==> src/verilog/opcode_map_pkg.sv <==
// Opcode map constants: column lengths and cycle counts, exceptions,
// per-column defined-opcode masks and the program address windows.
// Assumes an 8-bit opcode and a 16-bit program address.
package opcode_map_pkg;

   localparam int OPC_W = 8;
   localparam int ADDR_W = 16;
   localparam int LEN_W = 2;
   localparam int CYC_W = 4;
   localparam int NIB_W = 4;

   // Column codes (high nibble of the opcode)
   localparam logic [3:0] COL_BIT_TEST = 4'h0;
   localparam logic [3:0] COL_BIT_SET = 4'h1;
   localparam logic [3:0] COL_BRANCH = 4'h2;
   localparam logic [3:0] COL_INHERENT = 4'h8;
   localparam logic [3:0] COL_MEM_FIRST = 4'hB;

   // Row codes (low nibble) that carry a cycle adjustment in memory columns
   localparam logic [3:0] ROW_STORE_ACC = 4'h7;
   localparam logic [3:0] ROW_STORE_IDX = 4'hF;
   localparam logic [3:0] ROW_JUMP = 4'hC;
   localparam logic [3:0] ROW_JUMP_SUB = 4'hD;

   // Column bytes and cycles, indexed by the high nibble
   localparam logic [1:0] COL_LEN [16] = '{
      2'h3, 2'h2, 2'h2, 2'h2, 2'h1, 2'h1, 2'h2, 2'h1,
      2'h1, 2'h1, 2'h2, 2'h2, 2'h3, 2'h3, 2'h2, 2'h1};
   localparam logic [3:0] COL_CYC [16] = '{
      4'hA, 4'h7, 4'h4, 4'h6, 4'h4, 4'h4, 4'h7, 4'h6,
      4'h0, 4'h2, 4'h2, 4'h4, 4'h5, 4'h6, 4'h5, 4'h4};
   // Bit n set when row n of the column holds a defined opcode
   localparam logic [15:0] COL_DEF [16] = '{
      16'hFFFF, 16'hFFFF, 16'hFFFF, 16'hB7D9, 16'hB7D9, 16'hB7D9, 16'hB7D9, 16'hB7D9,
      16'h000B, 16'hBF80, 16'h6F7F, 16'hFFFF, 16'hFFFF, 16'hFFFF, 16'hFFFF, 16'hFFFF};

   // Opcodes whose cycle count overrides the column figure
   localparam logic [7:0] OPC_RET_INT = 8'h80;
   localparam logic [7:0] OPC_RET_SUB = 8'h81;
   localparam logic [7:0] OPC_SW_INT = 8'h83;
   localparam logic [7:0] OPC_BR_SUB = 8'hAD;
   localparam logic [3:0] CYC_RET_INT = 4'h9;
   localparam logic [3:0] CYC_RET_SUB = 4'h6;
   localparam logic [3:0] CYC_SW_INT = 4'hB;
   localparam logic [3:0] CYC_BR_SUB = 4'h8;

   // Parenthesised adjustments
   localparam logic [3:0] ADJ_STORE = 4'h1;
   localparam logic [3:0] ADJ_JUMP = 4'h1;
   localparam logic [3:0] ADJ_JUMP_SUB = 4'h3;

   // Undefined opcodes are retired as one-byte, one-cycle slots
   localparam logic [1:0] UNDEF_LEN = 2'h1;
   localparam logic [3:0] UNDEF_CYC = 4'h1;
   localparam logic [3:0] CYC_ONE = 4'h1;

   // Program address windows
   localparam logic [15:0] USER_LO = 16'h0080;
   localparam logic [15:0] USER_HI = 16'h0FFF;
   localparam logic [15:0] RSV_LO = 16'h1000;
   localparam logic [15:0] RSV_HI = 16'h1FFF;
   localparam logic [15:0] TEST_LO = 16'h0F7A;
   localparam logic [15:0] TEST_HI = 16'h0FF1;

endpackage

==> src/verilog/decode_if.sv <==
// Interface between the timing sequencer and the opcode column decoder.
// Assumes the decoder is purely combinational.
`timescale 1ns/100ps
interface decode_if;
   import opcode_map_pkg::*;
   logic [OPC_W-1:0] opcode;
   logic [LEN_W-1:0] length;
   logic [CYC_W-1:0] cycles;
   logic defined;
   modport requester (output opcode, input length, cycles, defined);
   modport decoder (input opcode, output length, cycles, defined);
endinterface

==> src/verilog/opcode_column_decode.sv <==
// Combinational opcode decoder: bytes, cycles and defined flag per opcode.
// Assumes the requester registers the answer; no state is held here.
`timescale 1ns/100ps
module opcode_column_decode (
   decode_if.decoder dec
);
   import opcode_map_pkg::*;

   logic [3:0] col;
   logic [3:0] row;
   logic [3:0] cyc;

   // Column from the high nibble, row from the low nibble
   assign col = dec.opcode[7:4];
   assign row = dec.opcode[3:0];

   // Column figures, then the listed overrides and adjustments
   always_comb begin
      cyc = COL_CYC[col];
      if (dec.opcode == OPC_RET_INT) begin
         cyc = CYC_RET_INT;
      end else if (dec.opcode == OPC_RET_SUB) begin
         cyc = CYC_RET_SUB;
      end else if (dec.opcode == OPC_SW_INT) begin
         cyc = CYC_SW_INT;
      end else if (dec.opcode == OPC_BR_SUB) begin
         cyc = CYC_BR_SUB;
      end else if (col >= COL_MEM_FIRST) begin
         case (row)
            ROW_STORE_ACC, ROW_STORE_IDX: cyc = COL_CYC[col] + ADJ_STORE;
            ROW_JUMP: cyc = COL_CYC[col] - ADJ_JUMP;
            ROW_JUMP_SUB: cyc = COL_CYC[col] + ADJ_JUMP_SUB;
            default: cyc = COL_CYC[col];
         endcase
      end
      // Undefined slots get a harmless one-cycle figure
      dec.defined = COL_DEF[col][row];
      dec.length = dec.defined ? COL_LEN[col] : UNDEF_LEN;
      dec.cycles = dec.defined ? cyc : UNDEF_CYC;
   end

endmodule

==> src/verilog/opcode_timing_and_program_map.sv <==
// Opcode timing sequencer and program address checker.
// Assumes fetches arrive synchronous to CLK_IN and are only taken while
// READY_OUT is high; the program store sits outside the device.
`timescale 1ns/100ps
module opcode_timing_and_program_map (
   input wire logic CLK_IN,
   input wire logic RST_IN,
   input wire logic FETCH_VALID_IN,
   input wire logic [opcode_map_pkg::OPC_W-1:0] OPCODE_IN,
   input wire logic [opcode_map_pkg::ADDR_W-1:0] FETCH_ADDR_IN,
   output logic READY_OUT,
   output logic TAKEN_OUT,
   output logic [opcode_map_pkg::LEN_W-1:0] LENGTH_OUT,
   output logic [opcode_map_pkg::CYC_W-1:0] CYCLES_OUT,
   output logic DEFINED_OUT,
   output logic ADDR_OK_OUT,
   output logic ADDR_RESERVED_OUT,
   output logic LVI_RESET_OUT
);
   import opcode_map_pkg::*;

   // Inclusive window test, used for each address range
   function automatic logic in_range(input logic [ADDR_W-1:0] a,
                                     input logic [ADDR_W-1:0] lo,
                                     input logic [ADDR_W-1:0] hi);
      in_range = (a >= lo) && (a <= hi);
   endfunction

   decode_if dec ();

   opcode_column_decode u_decode (
      .dec(dec)
   );

   logic accept;
   logic [CYC_W-1:0] remain;
   logic [CYC_W-1:0] next_remain;
   logic next_ready;
   logic next_taken;
   logic [LEN_W-1:0] next_length;
   logic [CYC_W-1:0] next_cycles;
   logic next_defined;
   logic next_addr_ok;
   logic next_reserved;

   assign dec.opcode = OPCODE_IN;
   assign accept = FETCH_VALID_IN && READY_OUT;

   // Next values: hold the decoded figures until the next accepted fetch,
   // and count the instruction's cycles so the next fetch waits for it
   always_comb begin
      next_remain = remain;
      next_length = LENGTH_OUT;
      next_cycles = CYCLES_OUT;
      next_defined = DEFINED_OUT;
      next_addr_ok = ADDR_OK_OUT;
      next_reserved = ADDR_RESERVED_OUT;
      next_taken = accept;
      if (accept) begin
         next_length = dec.length;
         next_cycles = dec.cycles;
         next_defined = dec.defined;
         next_remain = dec.cycles - CYC_ONE;
         // Fetches outside the user window or inside self-test space are flagged
         next_addr_ok = in_range(FETCH_ADDR_IN, USER_LO, USER_HI) &&
                        !in_range(FETCH_ADDR_IN, TEST_LO, TEST_HI);
         next_reserved = in_range(FETCH_ADDR_IN, RSV_LO, RSV_HI);
      end else if (remain != '0) begin
         next_remain = remain - CYC_ONE;
      end
      next_ready = (next_remain == '0);
   end

   // Registers; READY comes up out of reset so the first fetch is immediate
   always_ff @(posedge CLK_IN) begin
      if (RST_IN) begin
         remain <= '0;
         READY_OUT <= 1'b1;
         TAKEN_OUT <= 1'b0;
         LENGTH_OUT <= '0;
         CYCLES_OUT <= '0;
         DEFINED_OUT <= 1'b0;
         ADDR_OK_OUT <= 1'b0;
         ADDR_RESERVED_OUT <= 1'b0;
         LVI_RESET_OUT <= 1'b0;
      end else begin
         remain <= next_remain;
         READY_OUT <= next_ready;
         TAKEN_OUT <= next_taken;
         LENGTH_OUT <= next_length;
         CYCLES_OUT <= next_cycles;
         DEFINED_OUT <= next_defined;
         ADDR_OK_OUT <= next_addr_ok;
         ADDR_RESERVED_OUT <= next_reserved;
         // No voltage monitor exists, so this reset request never rises
         LVI_RESET_OUT <= 1'b0;
      end
   end

   // Length of the current not-ready stretch; lets a check compare the
   // fetch spacing against the cycle figure without trusting the counter
   logic [CYC_W-1:0] low_run;
   logic [CYC_W-1:0] next_low_run;

   always_comb begin
      next_low_run = '0;
      if (!READY_OUT) begin
         next_low_run = low_run + CYC_ONE;
      end
   end

   // Registers for the spacing helper
   always_ff @(posedge CLK_IN) begin
      if (RST_IN) begin
         low_run <= '0;
      end else begin
         low_run <= next_low_run;
      end
   end
endmodule
==> config.mk <==
export PLATFORM = sky130hd
export DESIGN_NAME = opcode_timing_and_program_map
export DESIGN_NICKNAME = d
export VERILOG_FILES = /design/src/verilog/opcode_map_pkg.sv /design/src/verilog/decode_if.sv /design/src/verilog/opcode_column_decode.sv /design/src/verilog/opcode_timing_and_program_map.sv
export SDC_FILE = /design/constraint.sdc
export NUM_CORES = 1
export LEC_CHECK = 0
export CAP_MARGIN = 25
export CELL_PAD_IN_SITES_DETAIL_PLACEMENT = 1
export CELL_PAD_IN_SITES_GLOBAL_PLACEMENT = 2
export CORE_MARGIN = 10
export CORE_UTILIZATION = 35
export CTS_CLUSTER_DIAMETER = 80
export DETAILED_ROUTE_END_ITERATION = 10
export DONT_BUFFER_PORTS = 1
export GPL_ROUTABILITY_DRIVEN = 0
export PLACE_DENSITY_LB_ADDON = 0.1
export SYNTH_ARGS = -nofsm -noshare
export SYNTH_HDL_FRONTEND = slang
export SYNTH_SLANG_ARGS = --single-unit
==> constraint.sdc <==
create_clock -name CLK_IN -period 4.4 [get_ports CLK_IN]
set_clock_uncertainty 0.15 [all_clocks]
set_input_delay 0.22 -clock CLK_IN [delete_from_list [all_inputs] [get_ports CLK_IN]]
set_output_delay 0.22 -clock CLK_IN [all_outputs]
set_load 0.01 [all_outputs]
; Word level (Yosys, flattened, before mapping)
; Memories as Yosys holds them, arrays and structs flattened.
; Cells that the tools add are included.
[word_totals]
wordCells = 61
register_bits = 15
memories = 3
in_bits = 27
out_inout_bits = 12
mem_bits_ro = 352
[classes]
order_cmp = 9
bitwise = 1
n_reduce_logical = 9
eq_ne = 8
mux = 18
n_addsub = 5
[memory_table]
columns = name, depth, width, rd, rd_ports_with_merged_regs, write_ports, line
row1 = (no name shown), 16, 16, 1, 0, 0, opcode_column_decode.sv:37  ; dec.defined = COL_DEF[col][row];
row2 = (no name shown), 16, 4, 1, 0, 0, opcode_column_decode.sv:30  ; ROW_STORE_ACC, ROW_STORE_IDX: cyc = COL_CYC[col] + ADJ_STORE;
row3 = (no name shown), 16, 2, 1, 0, 0, opcode_column_decode.sv:38  ; dec.length = dec.defined ? COL_LEN[col] : UNDEF_LEN;
[ops]
columns = cell, count
row1 = $mux W4, 10
row2 = $eq A8 B8 Y1 const B, 4
row3 = $le A16 B12 Y1 const B, 2
row4 = $mux W16, 2
row5 = $ge A16 B12 Y1 const B, 1
row6 = $ge A16 B13 Y1 const B, 1
row7 = $ge A16 B8 Y1 const B, 1
row8 = $le A16 B13 Y1 const B, 1
row9 = $eq A4 B4 Y1 const B, 3
row10 = $pmux W4 S3, 1
row11 = $sub A4 B1 Y4 const B, 3
row12 = $mux W2, 3
row13 = $ge A5 B5 Y1 const B, 1
row14 = $logic_and A1 B1 Y1, 5
row15 = $lt A4 B5 Y1 const B, 1
row16 = $not A4 Y5, 1
row17 = $add A4 B1 Y4 const B, 1
row18 = $add A4 B2 Y4 const B, 1
row19 = $bmux W1 S4, 1
row20 = $eq A4 B3 Y1 const B, 1
row21 = $ge A4 B4 Y1 const B, 1
row22 = $logic_not A4 Y1, 1
row23 = $reduce_bool A4 Y1, 1
row24 = $reduce_or A2 Y1, 1
row25 = other kinds (2), 2

; Longest topological paths before layout
; Gate-level depths: netlist (run 1).
[logic_depth]
word_depth = 15
ltp_mapped = 15
ltp_nobuf = 15

; Cells and area by module
; Synthesis (run 1) repeated with hierarchy kept, for this count alone.
[hier_totals]
cells_unflattened = 188
area_unflattened_um2 = 1418.9
[modules_own_cells]
columns = module, area_per_inst_um2, n_inst, cells_per_inst, seq_area_each_um2
row1 = opcode_timing_and_program_map, 721.9, 1, 88, 300.3
row2 = opcode_column_decode, 696.9, 1, 100, 0.0

; Least setup slack after synthesis (run 1)
; Ideal clock, no wire load.
[synth_path]
path_type = in2reg
start = input OPCODE_IN[4] (netlist name)
end = register READY_OUT
setup_time_ns = 0.116
arrival_time_ns = 3.046
path_buffers = 0
t_required_ns = 4.134
setup_slack_ns = 1.088
cell_stages = 14
cell_sequence = inv_1 -> ha_1 -> inv_1 -> mux4_2 -> fa_1 -> mux2_2 -> o21ai_1 -> o31ai_1 -> or2_2 -> ha_1 -> nand2_1 -> o21ai_0 -> and2_1 -> a41o_1
[synth_via]
elab_chain_len = 15
elab_cells_between_ends = 27
cone_classes = add/sub (4) / order compare (1) / eq/ne (4) / mux (14) / bitwise (1) / reduce/logical (1) / memory (2)
[synth_lines]
columns = element, line
row1 = start: declaration, opcode_timing_and_program_map.sv:9  ; input wire logic [opcode_map_pkg::OPC_W-1:0] OPCODE_IN,
row2 = $not A4 Y5 (implied by the code), --
row3 = $mem_v2 Z16 W4, --
row4 = $mux W4 (implied by the code) (2 in a row), opcode_column_decode.sv:19  ; cyc = COL_CYC[col];
row5 = $add A4 B2 Y4 (tied with other cells), opcode_column_decode.sv:32  ; ROW_JUMP_SUB: cyc = COL_CYC[col] + ADJ_JUMP_SUB;
row6 = $pmux W4 S3, opcode_column_decode.sv:29  ; case (row)
row7 = $mux W4, opcode_column_decode.sv:28  ; end else if (col >= COL_MEM_FIRST) begin
row8 = $mux W4, opcode_column_decode.sv:26  ; end else if (dec.opcode == OPC_BR_SUB) begin
row9 = $mux W4, opcode_column_decode.sv:24  ; end else if (dec.opcode == OPC_SW_INT) begin
row10 = $mux W4, opcode_column_decode.sv:22  ; end else if (dec.opcode == OPC_RET_SUB) begin
row11 = $mux W4, opcode_column_decode.sv:20  ; if (dec.opcode == OPC_RET_INT) begin
row12 = $mux W4 *, opcode_column_decode.sv:39  ; dec.cycles = dec.defined ? cyc : UNDEF_CYC;
row13 = $sub A4 B1 Y4 *, opcode_timing_and_program_map.sv:63  ; next_remain = dec.cycles - CYC_ONE;
row14 = $mux W4 *, opcode_timing_and_program_map.sv:59  ; if (accept) begin
row15 = $logic_not A4 Y1 *, opcode_timing_and_program_map.sv:71  ; next_ready = (next_remain == '0);
row16 = end signal: assignment, opcode_timing_and_program_map.sv:88  ; READY_OUT <= next_ready;
row17 = end: declaration, opcode_timing_and_program_map.sv:11  ; output logic READY_OUT,
; Mark *: on every way between the ends. The rest lies on a longest branch, timed or not. The select of a mux whose other input is x is not followed.
; A chain may end at the register's enable or synchronous reset.

; Worst setup path after layout (run 1)
; Ends and elaborated chain as after synthesis.

==> results.toml, run 1 <==
[outcome]
outcome = "finished, final reports clean"

[timing]
finalHoldWorstSlack_ns = 0.0522
slew_viol_final = 0
final.setup.tns_ns = 0
fin_crit_sh_pct = 75.2
unrepaired_setup_endpoints_after_global_routing = "no"
max_slew_margin_vs_limit_pct = 64.0
setup_slack_ns = 1.09
final.min_clock_period_ns = 3.31
setup_violators_final = 0
timing_worst_slew_pin_value_ns = 0.539
report.final.hold_viol_count = 0
fmax_ghz = 0.302

[floorplanning]
rows = 22
dieWidth_um = 82.9
io_pins = 39
initial_core_util_pct = 37.0
core_region_area_sq_um = 3740
die_h_um = 82.9
full_die_area_sq_um = 6880

[global_routing]
grt_max_degree = 17
grt_antenna_before_repair = 0
first_global_vias = 1349
grt_total_usage_pct = 11.0
global_route.overflow_total = 0
grt_first_pass_wirelength_um = 6500

[min_path]
worstHoldStart = "FETCH_ADDR_IN[12]"
timing.hold.worst.class = "in2reg"

[logic_synthesis]
yosys_most_used_dff = "sky130_fd_sc_hd__dfxtp_1"
synth-adder-area-share_pct = 9.57
synth_top_family_by_area = "simple AND/OR/NAND/NOR gates"
simple_gate_area_share_of_the_yosys_netlist_pct = 29.4
synth.yosys.seq_area_share_pct = 21.7
synth_compound_gate_area_share_pct = 25.7
asyncSetResetFlopFracSynth_pct = 0
synthXorXnorAreaFrac_pct = 2.53
ys_warns = 0
synthesis.area_sq_um = 1390
syn_nets = 216
postSynthRegisterBits = 15
synth_cells = 179
synth-edff-count = 0
synth_cell_types = 61
syn-mean-instance-area_sq_um = 7.74
post_synth_mux_area_share_pct = 3.88

[placement]
placedCellCount = 218
dpl_cell_area_sq_um = 1400
io_buffer_count = 0
hpwl_um = 3220
dp_slack_ns = 0.804

[clock_network]
cts-root-to-sink-buffers = 2
cts_tree = "yes"
clk_pin_slew_ns = 0.06
worst_skew_late_latency_ns = 0.24
cts-buffers-inserted = 3
htreeDepth = 1
cts.sink_count = 15
cts.root.buffer_cell = "sky130_fd_sc_hd__clkbuf_8"
cts.repair_timing.setup_buffer_count = 0
number_of_gates_given_a_new_drive_strength_after_cts = 0

[route]
wire_per_inst_um = 18.0
route.detailed.vias_per_inst = 5.74
drt-pass1-iter-count = 4
dr_total_vias = 1285
first_iter_violations = 72
post-route-drc-count = 0
ant_nets = 0
final_wl_um = 4040

[power]
leakage_power_nw = 0.551
vdd.ir_drop.worst_mv = 0.185
fin_total_pwr_mw = 0.543
power-per-cell-area_nw_per_um2 = 372

[final_layout]
multi_input_comb_area_sq_um = 990
drive_gt1_share_pct = 9.09
utilization_pct = 39.0
area_growth_syn_to_layout_pct = 5.32
filler_cell_count = 487
fin_cells = 224
antenna_cells = 0
num-nets-final = 214
final_cell_area_sq_um = 1460
ff_latch_area_sq_um = 300

[worst_setup_path]
crit_path_max_incr_delay_ns = 0.50
req_time_crit_path_ns = 4.39
cp.arrival_ns = 3.30
worst_setup_path_startpoint = "OPCODE_IN[4]"
timing.rr.start = "remain[0]$_SDFF_PP0_"
critPathSlowestCell = "sky130_fd_sc_hd__mux4_2"
worstPathCellList = "inv_1 > ha_1 > inv_1 > mux4_2 > fa_1 > mux2_2 > o21ai_1 > o31ai_1 > or2_2 > ha_1 > nand2_1 > o21ai_0 > and2_1 > a41o_1"
timing.critical_path.fanout_max = 6
worstSetupPathType = "in2reg"
critPathBufInv = 2
critPathLaunchType = "primary input"
worst_setup_path_end_kind = "flip-flop"
path_delay_family = "adder cells"

[run]
max_cap_viol_count = 0
state kept, by name (all words and copies together) (netlist names):
register and count:
DEFINED_OUT 1, remain 4, LENGTH_OUT 2, TAKEN_OUT 1
CYCLES_OUT 4, ADDR_OK_OUT 1, ADDR_RESERVED_OUT 1, READY_OUT 1
Yosys cell counts, types with 2 or more instances:
master | n | area share (%)
sky130_fd_sc_hd__a31oi_1 | 3 | 1.4
sky130_fd_sc_hd__nor2b_1 | 3 | 1.4
sky130_fd_sc_hd__a21oi_1 | 12 | 4.3
sky130_fd_sc_hd__a211o_1 | 2 | 1.3
sky130_fd_sc_hd__or3_1 | 3 | 1.4
sky130_fd_sc_hd__xnor2_1 | 3 | 1.9
sky130_fd_sc_hd__ha_1 | 9 | 8.1
sky130_fd_sc_hd__inv_1 | 11 | 3.0
sky130_fd_sc_hd__a211oi_1 | 2 | 1.1
sky130_fd_sc_hd__o21ai_0 | 9 | 3.2
sky130_fd_sc_hd__or3b_1 | 2 | 1.3
sky130_fd_sc_hd__clkbuf_1 | 3 | 0.81
sky130_fd_sc_hd__nor3_1 | 3 | 1.1
sky130_fd_sc_hd__o211ai_1 | 3 | 1.6
sky130_fd_sc_hd__nor3b_1 | 2 | 1.1
sky130_fd_sc_hd__nor2_1 | 21 | 5.7
sky130_fd_sc_hd__mux2i_1 | 2 | 1.4
sky130_fd_sc_hd__and3_1 | 2 | 0.90
sky130_fd_sc_hd__nor3b_2 | 2 | 1.8
sky130_fd_sc_hd__buf_4 | 4 | 2.2
sky130_fd_sc_hd__dfxtp_1 | 15 | 22
sky130_fd_sc_hd__nand2_1 | 14 | 3.8
sky130_fd_sc_hd__a221oi_1 | 2 | 1.3
sky130_fd_sc_hd__buf_2 | 2 | 0.72
sky130_fd_sc_hd__o21ai_1 | 2 | 0.72
sky130_fd_sc_hd__nand3b_1 | 2 | 1.1
sky130_fd_sc_hd__and2_1 | 2 | 0.90
sky130_fd_sc_hd__nand3_1 | 6 | 2.2
worst paths after layout:
kind,to,depth (start not counted),slack [ns]
setup / recovery,READY_OUT$_SDFF_PP1_,14,1.09
setup reg to reg,READY_OUT$_SDFF_PP1_,7,2.48
hold reg to reg,CYCLES_OUT[3]$_SDFFE_PP0P_,2,0.36
hold / removal,ADDR_OK_OUT$_SDFFE_PP0P_,3,0.05
cells by family after synthesis:
logic type / count (synthesis)
multiplexers: 4
AND/OR/NAND/NOR: 73
flip-flops: 15
AO/OA/AOI/OAI: 51
other: 1
buffers and inverters: 21
XOR/XNOR: 4
adder cells (fa/ha/maj): 10
final cells by class:
class | count | area share (%)
timing repair buffer | 2 | 1.37
tap | 48 | 4.11
inverter | 12 | 3.08
clock buffer | 4 | 3.08
sequential | 15 | 20.6
multi-input combinational | 143 | 67.8
power breakdown:
| part | switching [mW] | total [mW] | internal, mW |
|---|---|---|---|
| Combinational | 0.135 | 0.238 | 0.103 |
| Sequential | 0.0273 | 0.194 | 0.167 |
| Clock | 0.0467 | 0.111 | 0.0641 |
layer usage:
metal	part of all wire [%]	global-route usage, %	up-vias
li1	-	-	644
met1	42	12.1	610
met2	50	19.8	29
met3	6.5	3.91	2
met4	0.72	2.31	0
met5	0	0	-
cell usage in the layout (no fill, tap or decap), types with 3 or more instances in the layout:
| cell type | synthesis | layout |
|---|---|---|
| sky130_fd_sc_hd__xnor2_1 | 3 | 3 |
| sky130_fd_sc_hd__a31oi_1 | 3 | 3 |
| sky130_fd_sc_hd__dfxtp_1 | 15 | 15 |
| sky130_fd_sc_hd__clkbuf_8 | 0 | 3 |
| sky130_fd_sc_hd__nor2b_1 | 3 | 3 |
| sky130_fd_sc_hd__ha_1 | 9 | 9 |
| sky130_fd_sc_hd__nand3_1 | 6 | 6 |
| sky130_fd_sc_hd__a21oi_1 | 12 | 12 |
| sky130_fd_sc_hd__inv_1 | 11 | 11 |
| sky130_fd_sc_hd__o21ai_0 | 9 | 9 |
| sky130_fd_sc_hd__o211ai_1 | 3 | 3 |
| sky130_fd_sc_hd__nand2_1 | 14 | 14 |
| sky130_fd_sc_hd__or3_1 | 3 | 3 |
| sky130_fd_sc_hd__nor3_1 | 3 | 3 |
| sky130_fd_sc_hd__nor2_1 | 21 | 21 |
worst min-delay path, stage by stage:
cell and delay, ns:
sky130_fd_sc_hd__nor2_1 0.02, sky130_fd_sc_hd__o2111ai_1 0.09, sky130_fd_sc_hd__a21oi_1 0.07
timing repair:
item	CTS	global route
hold buffers	2	0
hold endpoints to repair	15	0
endpoints found under the setup margin	0	0
No activity file was read; power rests on OpenSTA's default activity.
==> run 2, diff against run 1 <==
clock period = 3.05 ns   (was 4.4 ns; I/O delays follow)
==> results.toml, run 2 (synthesis results as in run 1) <==
[power]
fin_total_pwr_mw = 0.839
pwr-share-clk_pct = 19.1
internal_power_mw = 0.523
vdd.ir_drop.worst_mv = 0.239
switching_share_of_power_pct = 37.7
switchingPower_mw = 0.317
power.share.combinational_pct = 47.7
seqPwrFrac_pct = 33.2
leakage_power_nw = 0.627
power-per-cell-area_nw_per_um2 = 518

[worst_setup_path]
worst-r2r-setup-slack_ns = 1.14
req_time_crit_path_ns = 3.04
cp.arrival_ns = 2.93
critPathLaunchType = "primary input"
r2r-end = "READY_OUT$_SDFF_PP1_"
worst_setup_path_endpoint = "READY_OUT$_SDFF_PP1_"
timing.critical_path.fanout_max = 6
timing.rr.start = "remain[0]$_SDFF_PP0_"
worst_setup_path_startpoint = "OPCODE_IN[4]"
reg2reg_depth = 7
worstSetupPathType = "in2reg"
worst_setup_path_end_kind = "flip-flop"

[route]
ant_nets = 0
route.detailed.vias_per_inst = 5.70
first_iter_violations = 64
post-route-drc-count = 0
dr_total_vias = 1363
wire_per_inst_um = 17.1
final_wl_um = 4080
drt-pass1-iter-count = 4

[timing]
report.final.hold_viol_count = 0
setup_violators_final = 0
timing_worst_slew_pin_value_ns = 0.546
slew_viol_final = 0
fmax_ghz = 0.340
fin_crit_sh_pct = 96.3
max_slew_margin_vs_limit_pct = 63.5
setup_slack_ns = 0.112
unrepaired_setup_endpoints_after_global_routing = "no"
final.min_clock_period_ns = 2.94

[min_path]
timing.hold.worst.class = "in2reg"

[floorplanning]
core_region_area_sq_um = 3740
initial_core_util_pct = 37.0
rows = 22
io_pins = 39
dieWidth_um = 82.9
die_h_um = 82.9
full_die_area_sq_um = 6880

[clock_network]
cts.sink_count = 15
worst_skew_late_latency_ns = 0.25
cts-root-to-sink-buffers = 2
cts.root.buffer_cell = "sky130_fd_sc_hd__clkbuf_8"
clk_pin_slew_ns = 0.06
htreeDepth = 1
cts_tree = "yes"
cts-buffers-inserted = 3

[global_routing]
grt_max_degree = 17
first_global_vias = 1470
grt_antenna_before_repair = 0
grt_total_usage_pct = 11.3
global_route.overflow_total = 0
grt_first_pass_wirelength_um = 6760

[final_layout]
drive_gt1_share_pct = 19.4
layout.cells.most_common_list = "sky130_fd_sc_hd__nor2_1 (21), sky130_fd_sc_hd__dfxtp_1 (15), sky130_fd_sc_hd__nand2_1 (14)"
antenna_cells = 0
final_cell_area_sq_um = 1620
area_growth_syn_to_layout_pct = 17.0
fin_cells = 239
num-nets-final = 229
biggestRegsByFlops = "CYCLES_OUT: 4 flops, remain: 4 flops, LENGTH_OUT: 2 flops"
mostFrequentLayoutCell = "sky130_fd_sc_hd__nor2_1"

[outcome]
outcome = "finished, final reports clean"

[placement]
dp_slack_ns = -0.149
io_buffer_count = 0
placedCellCount = 231
dpl_cell_area_sq_um = 1520
hpwl_um = 3260

[run]
max_cap_viol_count = 0
[run 2: changes by cell type in the layout (fill, tap and decap cells not counted), moves of 2 or more]
cell                            delta
sky130_fd_sc_hd__inv_1             -2
sky130_fd_sc_hd__dlygate4sd3_1     +2
sky130_fd_sc_hd__ha_1              -2
sky130_fd_sc_hd__inv_2             +2
sky130_fd_sc_hd__o21ai_0           -2
sky130_fd_sc_hd__buf_4            +13
[run 2: metal layers]
metal,GRT usage [%],part of all wire (%)
met1,13.0,45
met2,19.4,48
met3,4.10,6.8
met4,2.31,0.81
met5,0,0
[run 2: area by class of cell]
type / instances / area (sq um)
fillers: 481 / 2120
multi-input cells: 143 / 1030
flip-flops and latches: 15 / 300
repair buffers: 17 / 138
well taps: 48 / 60.1
clock buffers: 4 / 45.0
inverters: 12 / 45.0
[run 2: how the worst min path moves through the flow]
stage,start,end,slack (ns),cells after the start
floorplan,RST_IN,ADDR_OK_OUT$_SDFFE_PP0P_,0.07,1
global placement,RST_IN,ADDR_RESERVED_OUT$_SDFFE_PP0P_,0.07,1
detailed placement,RST_IN,CYCLES_OUT[2]$_SDFFE_PP0P_,0.08,1
CTS,FETCH_ADDR_IN[13],ADDR_OK_OUT$_SDFFE_PP0P_,0.003,3
global route,FETCH_ADDR_IN[13],ADDR_OK_OUT$_SDFFE_PP0P_,0.02,3
finish,FETCH_ADDR_IN[13],ADDR_OK_OUT$_SDFFE_PP0P_,0.01,3
[run 2: critical path, cell delays in order]
cell and delay, ns:
sky130_fd_sc_hd__inv_2 0.03, sky130_fd_sc_hd__ha_1 0.27, sky130_fd_sc_hd__inv_1 0.04, sky130_fd_sc_hd__mux4_2 0.49
sky130_fd_sc_hd__fa_1 0.45, sky130_fd_sc_hd__mux2_4 0.28, sky130_fd_sc_hd__o21ai_4 0.16, sky130_fd_sc_hd__o31ai_2 0.10
sky130_fd_sc_hd__or2_4 0.27, sky130_fd_sc_hd__ha_4 0.21, sky130_fd_sc_hd__nand2_1 0.05, sky130_fd_sc_hd__o21ai_1 0.08
sky130_fd_sc_hd__and2_1 0.18, sky130_fd_sc_hd__a41o_1 0.17
[run 2: power by group through the flow]
stage                     Sequential [mW]  Clock, mW  Combinational, mW
after floorplan                     0.275          0              0.302
after global placement              0.283          0              0.379
after detailed placement            0.286          0              0.392
after CTS                           0.281      0.167              0.403
after global routing                0.285      0.178              0.455
final                               0.279      0.160              0.400
[run 2: through the flow]
stage               util [%]  hold slack, ns  TNS (ns)
detailed placement      40.6          0.0770    -0.201
global route            43.3          0.0211         0
floorplan                  -          0.0716         0
finish                  43.3          0.0122         0
CTS                     42.9         0.00325         0
global placement        40.6          0.0746    -0.100
[run 2: repair_timing]
item                       4_1_cts  5_1_grt
hold endpoints to repair        15        0
setup endpoints to repair        0        1
gates resized for setup          0        4
setup buffers                    0        0
hold buffers                     4        0
==> run 3, diff against run 2 <==
CORE_ASPECT_RATIO = 0.9   (was unset)
CTS_CLUSTER_DIAMETER = unset   (was 80)
==> results.toml, run 3 (synthesis results as in run 1) <==
[global_routing]
grt_max_degree = 17
grt_total_usage_pct = 12.0
grt_antenna_before_repair = 0
first_global_vias = 1419
global_route.overflow_total = 0
grt_first_pass_wirelength_um = 6920

[placement]
io_buffer_count = 0
hpwl_um = 3260
dp_slack_ns = -0.171

[outcome]
outcome = "finished, final reports clean"

[worst_setup_path]
critPathBufInv = 2
critPathLaunchType = "primary input"
reg2reg_depth = 5
critPathSlowestCell = "sky130_fd_sc_hd__mux4_2"
cp.arrival_ns = 2.92
worstPathCellList = "inv_2 > ha_1 > inv_1 > mux4_2 > fa_1 > mux2_4 > o21ai_4 > o31ai_4 > or2_4 > ha_4 > nand2_2 > o21ai_1 > and2_1 > a41o_1"
req_time_crit_path_ns = 3.05
worst_setup_path_startpoint = "OPCODE_IN[4]"
worst_setup_path_end_kind = "flip-flop"
timing.critical_path.fanout_max = 6
worst_setup_path_endpoint = "READY_OUT$_SDFF_PP1_"
path_depth = 14
timing.rr.start = "READY_OUT$_SDFF_PP1_"
path_delay_family = "adder cells"
worst-r2r-setup-slack_ns = 0.96
crit_path_max_incr_delay_ns = 0.49
worstSetupPathType = "in2reg"
r2r-end = "ADDR_OK_OUT$_SDFFE_PP0P_"

[run]
max_cap_viol_count = 0

[timing]
max_slew_margin_vs_limit_pct = 63.6
fmax_ghz = 0.342
setup_violators_final = 0
slew_viol_final = 0
final.setup.tns_ns = 0
final.min_clock_period_ns = 2.92
unrepaired_setup_endpoints_after_global_routing = "no"
setup_slack_ns = 0.126
finalHoldWorstSlack_ns = 0.0232
report.final.hold_viol_count = 0
timing_worst_slew_pin_value_ns = 0.544
fin_crit_sh_pct = 95.9

[final_layout]
antenna_cells = 0
mostFrequentLayoutCell = "sky130_fd_sc_hd__nor2_1"
multi_input_comb_area_sq_um = 1040
num-nets-final = 227
drive_gt1_share_pct = 19.0
biggestRegsByFlops = "CYCLES_OUT: 4 flops, remain: 4 flops, LENGTH_OUT: 2 flops"
utilization_pct = 43.0
area_growth_syn_to_layout_pct = 16.6
layout.cells.most_common_list = "sky130_fd_sc_hd__nor2_1 (21), sky130_fd_sc_hd__dfxtp_1 (15), sky130_fd_sc_hd__nand2_1 (13)"
filler_cell_count = 462
ff_latch_area_sq_um = 300

[route]
wire_per_inst_um = 17.8
dr_total_vias = 1370
final_wl_um = 4190
first_iter_violations = 62
route.detailed.vias_per_inst = 5.83
drt-pass1-iter-count = 4
ant_nets = 0
post-route-drc-count = 0

[clock_network]
clk_pin_slew_ns = 0.07
cts-buffers-inserted = 3
cts_tree = "yes"
worst_skew_late_latency_ns = 0.25
cts.root.buffer_cell = "sky130_fd_sc_hd__clkbuf_8"
cts.sink_count = 15
cts-root-to-sink-buffers = 2
htreeDepth = 1

[power]
power.share.combinational_pct = 47.4
internal_power_mw = 0.522
seqPwrFrac_pct = 32.8
leakage_power_nw = 0.618
vdd.ir_drop.worst_mv = 0.162
switchingPower_mw = 0.330
switching_share_of_power_pct = 38.7
fin_total_pwr_mw = 0.852
power-per-cell-area_nw_per_um2 = 527
pwr-share-clk_pct = 19.8

[floorplanning]
die_h_um = 79.7
full_die_area_sq_um = 6880
rows = 21
core_region_area_sq_um = 3760
io_pins = 39
initial_core_util_pct = 36.9
dieWidth_um = 86.3

[min_path]
timing.hold.worst.class = "in2reg"
## run 3: cell types whose count changed in the layout (fill, tap and decap cells not counted), sizes merged
| cell | previous run | this run |
|---|---|---|
| clkbuf | 4 | 3 |
| buf | 13 | 11 |
| clkinvlp | 0 | 1 |
## run 3: how the worst min path moves through the flow
stage / from / endpoint / slack [ns] / depth (start not counted)
2_1_floorplan: RST_IN / ADDR_OK_OUT$_SDFFE_PP0P_ / 0.07 / 1
3_3_place_gp: RST_IN / ADDR_RESERVED_OUT$_SDFFE_PP0P_ / 0.07 / 1
3_5_place_dp: RST_IN / ADDR_RESERVED_OUT$_SDFFE_PP0P_ / 0.08 / 1
4_1_cts: OPCODE_IN[6] / LENGTH_OUT[1]$_SDFFE_PP0P_ / 0.02 / 3
5_1_grt: OPCODE_IN[6] / LENGTH_OUT[1]$_SDFFE_PP0P_ / 0.03 / 3
6_report: OPCODE_IN[6] / LENGTH_OUT[1]$_SDFFE_PP0P_ / 0.02 / 3
## run 3: per-layer routing
layer  GRT usage (%)  wire (um)
met1            14.5       1860
met2            19.8       1980
met3            4.49        306
met4            2.91         44
met5               0          0
## run 3: worst reg2reg max path, cell delays in order (launching register included)
cell,delay [ns]
sky130_fd_sc_hd__dfxtp_1,0.40
sky130_fd_sc_hd__nand2_1,0.36
sky130_fd_sc_hd__nor2_1,0.21
sky130_fd_sc_hd__o2111ai_1,0.16
sky130_fd_sc_hd__a21oi_1,0.19
sky130_fd_sc_hd__dlygate4sd3_1,0.57
## run 3: what timing repair did
| item | 4_1_cts | 5_1_grt |
|---|---|---|
| hold buffers | 4 | 0 |
| resized for setup | 0 | 5 |
| endpoints found under the hold margin | 15 | 0 |
| endpoints found under the setup margin | 0 | 2 |
| buffers inserted | 0 | 1 |
## run 3: stage by stage
| step | cells | area, sq um |
|---|---|---|
| final | 235 | 1620 |
| after global placement | 226 | 1500 |
| after detailed placement | 226 | 1500 |
| after floorplan | 179 | 1410 |
| after CTS | 234 | 1580 |
| after global routing | 235 | 1620 |
## run 3: final cells by class
type                            count  share of cell area [%]
Inverter                           12                    2.79
Tap cell                           46                    3.56
Clock buffer                        3                    2.55
Timing Repair Buffer               15                    7.59
Sequential cell                    15                    18.6
Clock inverter                      1                   0.464
Multi-Input combinational cell    143                    64.5
## run 3: power by group through the flow
stage,clock network (mW),registers [mW],logic [mW]
3_5_place_dp,0,0.285,0.390
4_1_cts,0.175,0.281,0.400
5_1_grt,0.183,0.285,0.468
3_3_place_gp,0,0.283,0.375
2_1_floorplan,0,0.275,0.302
6_report,0.168,0.280,0.404
